===== config.mk =====
export PLATFORM = sky130hd
export DESIGN_NAME = dcs_clock_switch
export DESIGN_NICKNAME = d
export VERILOG_FILES = /design/src/rtl/dcs_startup_counter.v /design/src/rtl/dcs_clock_switch.v
export VERILOG_INCLUDE_DIRS = /design/src /design/src/rtl
export SDC_FILE = /design/constraint.sdc
export NUM_CORES = 1
export LEC_CHECK = 0
export BUFFER_PORTS_ARGS = -buffer_cell sky130_fd_sc_hd__buf_2
export CAP_MARGIN = 5
export CELL_PAD_IN_SITES_DETAIL_PLACEMENT = 0
export CELL_PAD_IN_SITES_GLOBAL_PLACEMENT = 1
export CORE_MARGIN = 2
export CORE_UTILIZATION = 43
export CTS_CLUSTER_DIAMETER = 50
export DETAILED_ROUTE_END_ITERATION = 6
export MAX_ROUTING_LAYER = met4
export PLACE_DENSITY_LB_ADDON = 0.1
export SKIP_LAST_GASP = 1
export SLEW_MARGIN = 30
export SYNTH_ARGS = -nofsm -noshare
export SYNTH_HDL_FRONTEND = slang
export SYNTH_SLANG_ARGS = --single-unit

===== constraint.sdc =====
create_clock -name i_mclk -period 5.4 [get_ports i_mclk]
set_input_delay 1.08 -clock i_mclk [delete_from_list [all_inputs] [get_ports i_mclk]]
set_output_delay 1.08 -clock i_mclk [all_outputs]
set_load 0.005 [all_outputs]

===== src/rtl/dcs_regs.vh =====
// Constants for the dynamic clock switch block
`ifndef DCS_REGS_VH
`define DCS_REGS_VH
// Command codes
`define DCS_CMD_DISABLE   8'h01
`define DCS_CMD_ENABLE    8'h02
`define DCS_CMD_REQUEST   8'h03
`define DCS_CMD_SWITCH    8'h04
`define DCS_CMD_RECOVER   8'h05
`define DCS_CMD_WDARL     8'h06
// Command register bit positions
`define DCS_CCE_BIT       7
`define DCS_RDY_BIT       6
// Clock selection register layout
`define DCS_SEL_LSB       0
`define DCS_SEL_MSB       3
`define DCS_SUT_LSB       4
`define DCS_SUT_MSB       5
`define DCS_CLOCK_OUTPUT_BIT_BIT      6
// Timer request synchroniser bit positions
`define DCS_TREQ_LF       0
`define DCS_TREQ_EXT      1
// Source select codes (mapped to source ids by the decoder)
`define DCS_SRC_RC        4'h2
`define DCS_SRC_WD        4'h3
`define DCS_SRC_EXT       4'h0
`define DCS_SRC_LF        4'h6
`define DCS_SRC_HF        4'h8
`define DCS_SRC_HF_MASK   4'h8
`define DCS_SRC_LF_MASK   4'hE
// Source identifiers for the enable vector
`define DCS_ID_RC         3'h0
`define DCS_ID_WD         3'h1
`define DCS_ID_EXT        3'h2
`define DCS_ID_LF         3'h3
`define DCS_ID_HF         3'h4
`define DCS_ID_NONE       3'h7
// Start-up codes
`define DCS_SUT_00        2'h0
`define DCS_SUT_01        2'h1
`define DCS_SUT_10        2'h2
`define DCS_SUT_11        2'h3
// Start-up cycle figures
`define DCS_LF_SHORT_CK   16'h0400
`define DCS_LF_LONG_CK    16'h8000
`define DCS_EXT_WAKE_CK   16'h0006
`define DCS_EXT_RST_CK    16'h000E
// Reset delay times in microseconds, and the bus clock in MHz
`define DCS_T41_US        4100
`define DCS_T4_US         4000
`define DCS_T65_US        65000
`define DCS_CLK_MHZ       50
`endif


===== src/rtl/dcs_startup_counter.v =====
// Start-up cycle counter driven by the selected source's clock
`timescale 1ns/1ps
`default_nettype none
module dcs_startup_counter #(
  parameter CW = 16
) (
  // Clock and reset
  input  wire          i_mclk,
  input  wire          i_sys_rst,
  // Control
  input  wire          i_start,
  input  wire [CW-1:0] i_limit,
  input  wire          i_src_tick,
  // Status
  output reg           o_ready_ff
);
  reg [CW-1:0] cnt_ff;
  reg          run_ff;

  // Count source edges until the limit; ready holds until restart
  always @(posedge i_mclk or posedge i_sys_rst) begin
    if (i_sys_rst) begin
      cnt_ff     <= {CW{1'b0}};
      run_ff     <= 1'b0;
      o_ready_ff <= 1'b0;
    end else if (i_start) begin
      cnt_ff     <= {CW{1'b0}};
      run_ff     <= 1'b1;
      o_ready_ff <= 1'b0;
    end else if (run_ff && i_src_tick) begin
      if (cnt_ff + 1'b1 >= i_limit) begin
        run_ff     <= 1'b0;
        o_ready_ff <= 1'b1;
      end
      cnt_ff <= cnt_ff + 1'b1;
    end
  end
endmodule
`default_nettype wire


===== src/rtl/dcs_clock_switch.v =====
// Dynamic clock switch: command decoder, source enables, clock handover
`timescale 1ns/1ps
`default_nettype none
`include "dcs_regs.vh"
module dcs_clock_switch #(
  parameter T65_CYC  = (`DCS_T65_US * `DCS_CLK_MHZ),
  parameter T41_CYC  = (`DCS_T41_US * `DCS_CLK_MHZ),
  parameter T4_CYC   = (`DCS_T4_US * `DCS_CLK_MHZ)
) (
  // Clock and reset
  input  wire       i_mclk,
  input  wire       i_sys_rst,
  // Fuse straps
  input  wire [3:0] i_fuse_source_select,
  input  wire [1:0] i_fuse_startup,
  input  wire       i_fuse_clock_output,
  input  wire       i_reset_pin_disable_fuse,
  // Software writes
  input  wire       i_sel_wr,
  input  wire [7:0] i_sel_wdata,
  input  wire       i_cmd_wr,
  input  wire [7:0] i_cmd_wdata,
  // Source clock activity, asynchronous to i_mclk
  input  wire [4:0] i_src_clk,
  // Asynchronous timer requests
  input  wire       i_timer_lf_req,
  input  wire       i_timer_ext_req,
  // Prescaled system clock enable tick
  input  wire       i_sysclk_div,
  // Register readback
  output wire [7:0] o_clock_selection_register,
  output wire [7:0] o_clock_command_register,
  // Source enables and selection
  output reg  [4:0] o_src_en_ff,
  output reg  [2:0] o_sys_src_ff,
  output reg        o_wd_autoreload_ff,
  output wire       o_reset_delay_busy,
  // Clock output pin
  output reg        o_clock_out_pin_ff,
  output wire       o_clock_out_pin_oe
);
  reg [3:0]  sel_ff;
  reg [1:0]  sut_ff;
  reg        clock_output_bit_ff;
  reg        cce_ff;
  reg        fuse_load_ff;
  reg [4:0]  sync1_ff;
  reg [4:0]  sync2_ff;
  reg [4:0]  sync3_ff;
  reg [1:0]  treq1_ff;
  reg [1:0]  treq2_ff;
  reg        cnt_start_ff;
  reg [2:0]  sw_target_ff;
  reg        sw_pend_ff;
  reg [1:0]  sw_state_ff;
  reg [22:0] rdelay_ff;
  reg [22:0] nxt_rdelay;
  reg [2:0]  sel_id;
  reg [15:0] limit;
  wire       ready;
  wire [4:0] src_tick;
  wire       cmd_ok;
  wire       xtal_used;
  wire       fuse_lf;

  localparam SW_IDLE = 2'b00;
  localparam SW_OLD  = 2'b01;
  localparam SW_NEW  = 2'b10;

  // ---------------------------------------------------------------
  // Source decode
  // ---------------------------------------------------------------
  // Map select code to source id
  always @* begin
    sel_id = `DCS_ID_NONE;
    if (sel_ff == `DCS_SRC_RC)
      sel_id = `DCS_ID_RC;
    else if (sel_ff == `DCS_SRC_WD)
      sel_id = `DCS_ID_WD;
    else if (sel_ff == `DCS_SRC_EXT)
      sel_id = `DCS_ID_EXT;
    else if ((sel_ff & `DCS_SRC_LF_MASK) == `DCS_SRC_LF)
      sel_id = `DCS_ID_LF;
    else if ((sel_ff & `DCS_SRC_HF_MASK) == `DCS_SRC_HF)
      sel_id = `DCS_ID_HF;
  end

  // Cycle limit from start-up field
  always @* begin
    limit = `DCS_EXT_WAKE_CK;
    if (sel_id == `DCS_ID_LF) begin
      if (sut_ff == `DCS_SUT_10)
        limit = `DCS_LF_LONG_CK;
      else
        limit = `DCS_LF_SHORT_CK;
    end else begin
      limit = `DCS_EXT_WAKE_CK;
    end
  end

  // ---------------------------------------------------------------
  // Source clock synchronisers
  // ---------------------------------------------------------------
  // de-glitch sync; timer requests come from the timer's own clock
  always @(posedge i_mclk or posedge i_sys_rst) begin
    if (i_sys_rst) begin
      sync1_ff <= 5'h00;
      sync2_ff <= 5'h00;
      sync3_ff <= 5'h00;
      treq1_ff <= 2'h0;
      treq2_ff <= 2'h0;
    end else begin
      sync1_ff <= i_src_clk;
      sync2_ff <= sync1_ff;
      sync3_ff <= sync2_ff;
      treq1_ff <= {i_timer_ext_req, i_timer_lf_req};
      treq2_ff <= treq1_ff;
    end
  end
  assign src_tick = sync2_ff & ~sync3_ff;

  // ---------------------------------------------------------------
  // Command decode
  // ---------------------------------------------------------------
  // guard window
  assign cmd_ok = i_cmd_wr && cce_ff;
  assign xtal_used = o_src_en_ff[`DCS_ID_LF] | o_src_en_ff[`DCS_ID_HF];
  assign fuse_lf = (i_fuse_source_select & `DCS_SRC_LF_MASK) == `DCS_SRC_LF;

  // Selection register, guard bit, enables and modes
  always @(posedge i_mclk or posedge i_sys_rst) begin
    if (i_sys_rst) begin
      sel_ff             <= 4'h0;
      sut_ff             <= 2'h0;
      clock_output_bit_ff            <= 1'b0;
      fuse_load_ff       <= 1'b1;
      cce_ff             <= 1'b0;
      o_src_en_ff        <= 5'h01;
      o_wd_autoreload_ff <= 1'b0;
      cnt_start_ff       <= 1'b0;
      sw_pend_ff         <= 1'b0;
      sw_target_ff       <= `DCS_ID_RC;
    end else begin
      cnt_start_ff <= 1'b0;
      sw_pend_ff   <= 1'b0;
      if (fuse_load_ff) begin
        fuse_load_ff <= 1'b0;
        sel_ff       <= i_fuse_source_select;
        sut_ff       <= i_fuse_startup;
        clock_output_bit_ff      <= ~i_fuse_clock_output;
      end else if (i_sel_wr) begin
        sel_ff  <= i_sel_wdata[`DCS_SEL_MSB:`DCS_SEL_LSB];
        sut_ff  <= i_sel_wdata[`DCS_SUT_MSB:`DCS_SUT_LSB];
        clock_output_bit_ff <= i_sel_wdata[`DCS_CLOCK_OUTPUT_BIT_BIT];
      end
      if (i_cmd_wr)
        cce_ff <= i_cmd_wdata[`DCS_CCE_BIT] & ~cce_ff;
      else
        cce_ff <= 1'b0;
      if (cmd_ok && !fuse_load_ff && sel_id != `DCS_ID_NONE) begin
        case (i_cmd_wdata)
          `DCS_CMD_DISABLE: begin
            if (sel_id != o_sys_src_ff)
              o_src_en_ff[sel_id] <= 1'b0;
          end
          `DCS_CMD_ENABLE: begin
            o_src_en_ff[sel_id] <= 1'b1;
            if (sel_id == `DCS_ID_EXT || sel_id == `DCS_ID_LF ||
                sel_id == `DCS_ID_HF) begin
              o_src_en_ff[`DCS_ID_EXT] <= (sel_id == `DCS_ID_EXT);
              o_src_en_ff[`DCS_ID_LF]  <= (sel_id == `DCS_ID_LF);
              o_src_en_ff[`DCS_ID_HF]  <= (sel_id == `DCS_ID_HF);
            end
            cnt_start_ff <= 1'b1;
          end
          `DCS_CMD_REQUEST: begin
            cnt_start_ff <= 1'b1;
          end
          `DCS_CMD_SWITCH: begin
            sw_pend_ff   <= 1'b1;
            sw_target_ff <= sel_id;
          end
          `DCS_CMD_WDARL: begin
            o_wd_autoreload_ff <= 1'b1;
          end
          default: begin
            cnt_start_ff <= 1'b0;
          end
        endcase
      end
      if (cmd_ok && i_cmd_wdata == `DCS_CMD_RECOVER) begin
        case (o_sys_src_ff)
          `DCS_ID_RC:  sel_ff <= `DCS_SRC_RC;
          `DCS_ID_WD:  sel_ff <= `DCS_SRC_WD;
          `DCS_ID_EXT: sel_ff <= `DCS_SRC_EXT;
          `DCS_ID_LF:  sel_ff <= `DCS_SRC_LF;
          default:     sel_ff <= `DCS_SRC_HF;
        endcase
      end
      // timer shares oscillators, one external at a time
      if (treq2_ff[`DCS_TREQ_LF] && !o_src_en_ff[`DCS_ID_HF] &&
          !o_src_en_ff[`DCS_ID_EXT])
        o_src_en_ff[`DCS_ID_LF] <= 1'b1;
      else if (treq2_ff[`DCS_TREQ_EXT] && !xtal_used)
        o_src_en_ff[`DCS_ID_EXT] <= 1'b1;
    end
  end

  // ---------------------------------------------------------------
  // Availability counter
  // ---------------------------------------------------------------
  // ready flag
  dcs_startup_counter #(
    .CW (16)
  ) u_cnt (
    .i_mclk     (i_mclk),
    .i_sys_rst  (i_sys_rst),
    .i_start    (cnt_start_ff),
    .i_limit    (limit),
    .i_src_tick (src_tick[sel_id == `DCS_ID_NONE ? 0 : sel_id]),
    .o_ready_ff (ready)
  );

  // ---------------------------------------------------------------
  // Glitch-free handover
  // ---------------------------------------------------------------
  // wait for old then new clock edges
  always @(posedge i_mclk or posedge i_sys_rst) begin
    if (i_sys_rst) begin
      sw_state_ff  <= SW_IDLE;
      o_sys_src_ff <= `DCS_ID_RC;
    end else begin
      case (sw_state_ff)
        SW_IDLE:
          if (sw_pend_ff && o_src_en_ff[sw_target_ff])
            sw_state_ff <= SW_OLD;
        SW_OLD:
          if (src_tick[o_sys_src_ff])
            sw_state_ff <= SW_NEW;
        SW_NEW:
          if (src_tick[sw_target_ff]) begin
            o_sys_src_ff <= sw_target_ff;
            sw_state_ff  <= SW_IDLE;
          end
        default:
          sw_state_ff <= SW_IDLE;
      endcase
    end
  end

  // ---------------------------------------------------------------
  // Reset delay and clock output
  // ---------------------------------------------------------------
  // reset delay; the 14-cycle base is for non-LF sources only
  always @* begin
    nxt_rdelay = 23'h0;
    case (i_fuse_startup)
      `DCS_SUT_00: nxt_rdelay = fuse_lf ? T41_CYC[22:0] :
                     ({7'h00, `DCS_EXT_RST_CK} +
                      (i_reset_pin_disable_fuse ? T4_CYC[22:0] : 23'h0));
      `DCS_SUT_01: nxt_rdelay = fuse_lf ? T65_CYC[22:0] :
                     ({7'h00, `DCS_EXT_RST_CK} + T41_CYC[22:0]);
      `DCS_SUT_10: nxt_rdelay = fuse_lf ? T65_CYC[22:0] :
                     ({7'h00, `DCS_EXT_RST_CK} + T65_CYC[22:0]);
      default:     nxt_rdelay = 23'h0;
    endcase
  end

  // Reset delay counts down after fuse load
  always @(posedge i_mclk or posedge i_sys_rst) begin
    if (i_sys_rst)
      rdelay_ff <= 23'h0;
    else if (fuse_load_ff)
      rdelay_ff <= nxt_rdelay;
    else if (rdelay_ff != 23'h0)
      rdelay_ff <= rdelay_ff - 23'h1;
  end
  assign o_reset_delay_busy = fuse_load_ff | (rdelay_ff != 23'h0);

  // toggle on prescaled tick, off in reset
  always @(posedge i_mclk or posedge i_sys_rst) begin
    if (i_sys_rst)
      o_clock_out_pin_ff <= 1'b0;
    else if (i_sysclk_div)
      o_clock_out_pin_ff <= ~o_clock_out_pin_ff;
  end
  assign o_clock_out_pin_oe = ~i_sys_rst & ~xtal_used & clock_output_bit_ff &
                              ~o_reset_delay_busy;

  // Register readback
  assign o_clock_selection_register = {1'b0, clock_output_bit_ff, sut_ff, sel_ff};
  assign o_clock_command_register   = {cce_ff, ready, 6'h00};
endmodule
`default_nettype wire


==> results.rst <==
.. list-table::
   :header-rows: 1

   * - Metric
     - Value
   * - Launch point of the worst reg-to-reg path
     - sel_ff[1]$_DFFE_PP0P_
   * - Number of buffer cells added on primary ports
     - 55
   * - Synthesized-area fraction occupied by adder cells
     - 2.31%
   * - Max-cap viol count
     - 0
   * - Arrival time reported for the critical path endpoint
     - 3.07 ns
   * - Cell count after synthesis
     - 519
   * - Count of cell types in the netlist
     - 68
   * - Post-synthesis cell area
     - 4880 µm²
   * - DRT Pass-1 Iters
     - 5
   * - Period utilization
     - 76.9%
   * - Number of pins with negative max-slew slack in the final report
     - 0
   * - Detailed-route via count
     - 3,902
   * - Worst slew margin relative to its limit
     - 41.8%
   * - Startpoint of the tightest hold check path
     - treq1_ff[0]$_DFF_PP0_
   * - Share of synthesized area occupied by flip-flops and latches
     - 44.1%
   * - Critical Setup Path Class
     - reg2out
   * - Critical Path Sink Type
     - primary output
   * - Finish-stage setup viols
     - 0
   * - Setup bufs post-CTS
     - 0
   * - Standard cell core area
     - 10,900 µm²
   * - Sw Ratio
     - 32.1%
   * - Run status
     - finished clean
   * - Area of the die
     - 12,200 µm²
   * - CTS H-Tree Depth
     - 3
   * - RePlAce Congestion
     - 0.816
   * - Static Leak
     - 2.47 nW
   * - CTS tree
     - done
   * - Power spent charging and discharging nets
     - 0.000557 W
   * - Critical register-to-register path endpoint
     - u_cnt.o_ready_ff$_DFFE_PP0P_
   * - Fraction of power consumed by the clock network
     - 35.4%
   * - Gr usage total
     - 19.9%
   * - CTS clk-pin slew, worst paths
     - 0.07 ns
   * - Detailed Place HPWL
     - 7880 µm
   * - Top-Level Pins
     - 64
   * - Final Hold Viols
     - 0
   * - Root Driver
     - clkbuf_16
   * - Placed cell areas
     - 5220 µm²
   * - Simple-gate portion of the synthesized area
     - 22.7%
   * - Net count reported at finish
     - 606
   * - Accumulated negative setup slack
     - 0 ns
   * - Mapped Avg Cell Area
     - 9.40 µm²
   * - Fraction of synthesis flops using an asynchronous set or reset pin
     - 100%
   * - Power density over the cells
     - 315 nW/µm²
   * - Worst Hold Class
     - reg2reg
   * - Startpoint type of the worst setup path
     - flip-flop
   * - Number of DRC markers in iteration 0
     - 324
   * - Avg Vias per Cell
     - 5.53
   * - Final std cells w/o fill
     - 706
   * - Worst Hold Depth
     - 0
   * - Clock buffer depth
     - 2
   * - Number of cells after detailed placement
     - 690
   * - Max IR drop VDD
     - 0.000257 V
   * - Initial core utilization
     - 44.6%
   * - Number of enable flip-flop cells after synthesis
     - 0
   * - Core Rows
     - 38
   * - Number of routed nets with antenna violations
     - 0
   * - Antenna violations before repair
     - 0
   * - Syn-to-layout area delta
     - 12.8%
   * - Top achievable clock speed
     - 241 MHz
   * - Setup slack of the most critical reg-to-reg path
     - 2.37 ns
   * - Grt ovf
     - 0
   * - Number of cell instances on the worst register-to-register path
     - 9
   * - Fraction of synthesized cell area in xor and xnor cells
     - 6.28%
   * - Chip width
     - 111 µm
   * - Worst-margin pin slew
     - 0.866 ns
   * - Compound-Gate Fraction of Synth Area
     - 16.5%
   * - Detailed-route wire length per cell
     - 16.0 µm
   * - Clock latency on the worst-skew pair
     - 0.35 ns
   * - Final Instance Area
     - 5510 µm²
   * - Number of clock sinks
     - 86
   * - Layout cells sized above 1
     - 17.8%
   * - Synthesis-stage register bit count
     - 86
   * - Worst-path fanout max
     - 8
   * - CTS buffer count
     - 9
   * - Internal Pwr Total
     - 0.00118 W
   * - Antenna cell count
     - 0
   * - DRC Markers
     - 0
   * - Clock period minus worst slack
     - 4.15 ns
   * - Final setup skew
     - 0.00522 ns
   * - Count of yosys warnings during synthesis
     - 0
   * - Worst Path Required
     - 4.32 ns
   * - Dominant combinational cell family by area after synthesis
     - simple AND/OR/NAND/NOR gates
   * - Die boundary height
     - 111 µm
   * - RSZ-0062 raised after global routing
     - no
   * - Min-Delay Endpoint
     - treq2_ff[0]$_DFF_PP0_
   * - Wire length of the first global-routing pass
     - 19,100 µm
   * - Final cell utilization of the core
     - 50.4%
   * - Maximum number of pins on one net before global-route repair
     - 73
   * - Post-Route WL
     - 11,300 µm
   * - Dominant synthesized flop cell
     - dfrtp_1
   * - Number of global-route vias before repair
     - 3,683
   * - Post-cts hold buffer count
     - 0
   * - Layout filler cell count
     - 1,042
   * - Number of gates resized after cts
     - 0
   * - Combinational share of power
     - 19.2%
   * - Register share of total power
     - 45.4%
   * - Share of cell area taken by muxes after synthesis
     - 3.26%
-- power groups by stage --
stage	Sequential (W)	Combinational, W	Clock, W
global placement	0.000798	0.000328	0
detailed placement	0.000799	0.000332	0
floorplan	0.000776	0.000264	0
finish	0.000788	0.000334	0.000614
global route	0.000801	0.000384	0.000659
CTS	0.000788	0.000335	0.000634
-- state kept, by name, indices dropped and copies added, names as in the netlist, 2 cells and up --
signal        cells
sw_target_ff      3
treq2_ff          2
u_cnt.cnt_ff     16
o_sys_src_ff      3
treq1_ff          2
o_src_en_ff       5
sel_ff            4
sut_ff            2
sync3_ff          5
sync1_ff          5
sw_state_ff       2
rdelay_ff        23
sync2_ff          5
-- layout by cell type (no fill, tap or decap), types with 4 or more instances in the layout --
cell type / count
nor3_1: 16
inv_6: 4
a211oi_1: 6
o31ai_1: 4
xor2_1: 27
mux2i_1: 8
nor4_1: 7
ha_1: 9
nand2b_1: 12
dfrtp_1: 84
or4_1: 4
nor2b_1: 10
o21ai_0: 31
xnor2_1: 8
mux2_2: 5
nand3_1: 10
o21a_1: 10
nor2_1: 61
and3_1: 9
inv_1: 16
buf_2: 55
o2111ai_1: 5
clkbuf_16: 9
nand3b_1: 6
a21oi_1: 29
conb_1: 8
nand2_1: 30
nand4b_1: 4
or3_1: 9
-- cell usage after synthesis, drive strengths merged, types with 3 or more instances --
master	count	share of area, %
a211oi	6	0.92
a21o	3	0.46
a21oi	29	3.0
and3	9	1.2
and3b	3	0.54
buf	15	2.0
clkbuf	19	1.5
dfrtp	84	43
ha	9	2.3
inv	17	1.3
mux2	5	1.2
mux2i	8	1.6
nand2	30	2.3
nand2b	12	1.5
nand3	10	1.0
nand3b	6	0.92
nand4	4	0.64
nand4b	4	0.72
nor2	61	4.7
nor2b	10	1.3
nor3	17	1.8
nor4	9	1.8
o2111ai	5	0.90
o211ai	3	0.46
o21a	10	1.5
o21ai	34	3.5
o31ai	4	0.62
o41ai	4	0.87
or2	3	0.38
or3	10	1.4
or4	7	1.3
xnor2	8	1.4
xor2	27	4.8
-- cell type report --
class	count	area, µm²	share of cell area [%]
Tap cell	140	175	3.18
Sequential cell	86	2150	39.1
Multi-Input combinational cell	389	2520	45.8
Inverter	17	65.1	1.18
Timing Repair Buffer	58	302	5.47
Clock buffer	9	225	4.09
Clock inverter	7	62.6	1.14
-- worst max-delay path: stages, from the launching register on --
cell and delay [ns]:
dfrtp_1 0.43, or4_4 0.60, nor4_4 0.37, nand4_2 0.33
nor2_1 0.47, buf_4 0.23, and4_1 0.18, buf_2 0.11
-- per-stage QoR --
step / hold slack (ns) / worst slack, ns / power, W
after CTS: 0.350 / 1.21 / 0.00176
after detailed placement: 0.335 / 1.62 / 0.00113
after floorplan: 0.331 / 0.997 / 0.00104
after global routing: 0.358 / 1.01 / 0.00184
after global placement: 0.332 / 1.62 / 0.00113
final: 0.348 / 1.25 / 0.00174
-- routing by layer --
| layer | GRT usage, % | part of all wire [%] | up-vias |
|---|---|---|---|
| met5 | - | 0 | - |
| met4 | 4.67 | 0.69 | 0 |
| met3 | 5.49 | 4.9 | 6 |
| met2 | 28.9 | 45 | 99 |
| met1 | 27.9 | 49 | 1871 |
| li1 | - | - | 1926 |
-- cells by family after synthesis --
logic type	count (synthesis)
simple gates	202
compound gates	121
flops	86
buf+inv	51
xor+xnor	35
mux	14
fa+ha+maj	9
other cells	1
-- worst max path at each step --
stage | depth (start not counted) | to | startpoint
6_report | 7 | o_clock_out_pin_oe | rdelay_ff[3]$_DFFE_PP0N_
5_1_grt | 7 | o_clock_out_pin_oe | rdelay_ff[3]$_DFFE_PP0N_
4_1_cts | 7 | o_clock_out_pin_oe | rdelay_ff[16]$_DFFE_PP0N_
3_5_place_dp | 7 | o_clock_out_pin_oe | rdelay_ff[16]$_DFFE_PP0N_
3_3_place_gp | 7 | o_clock_out_pin_oe | rdelay_ff[16]$_DFFE_PP0N_
2_1_floorplan | 2 | o_clock_out_pin_oe | i_sys_rst
(Power assumes the default switching activity.)
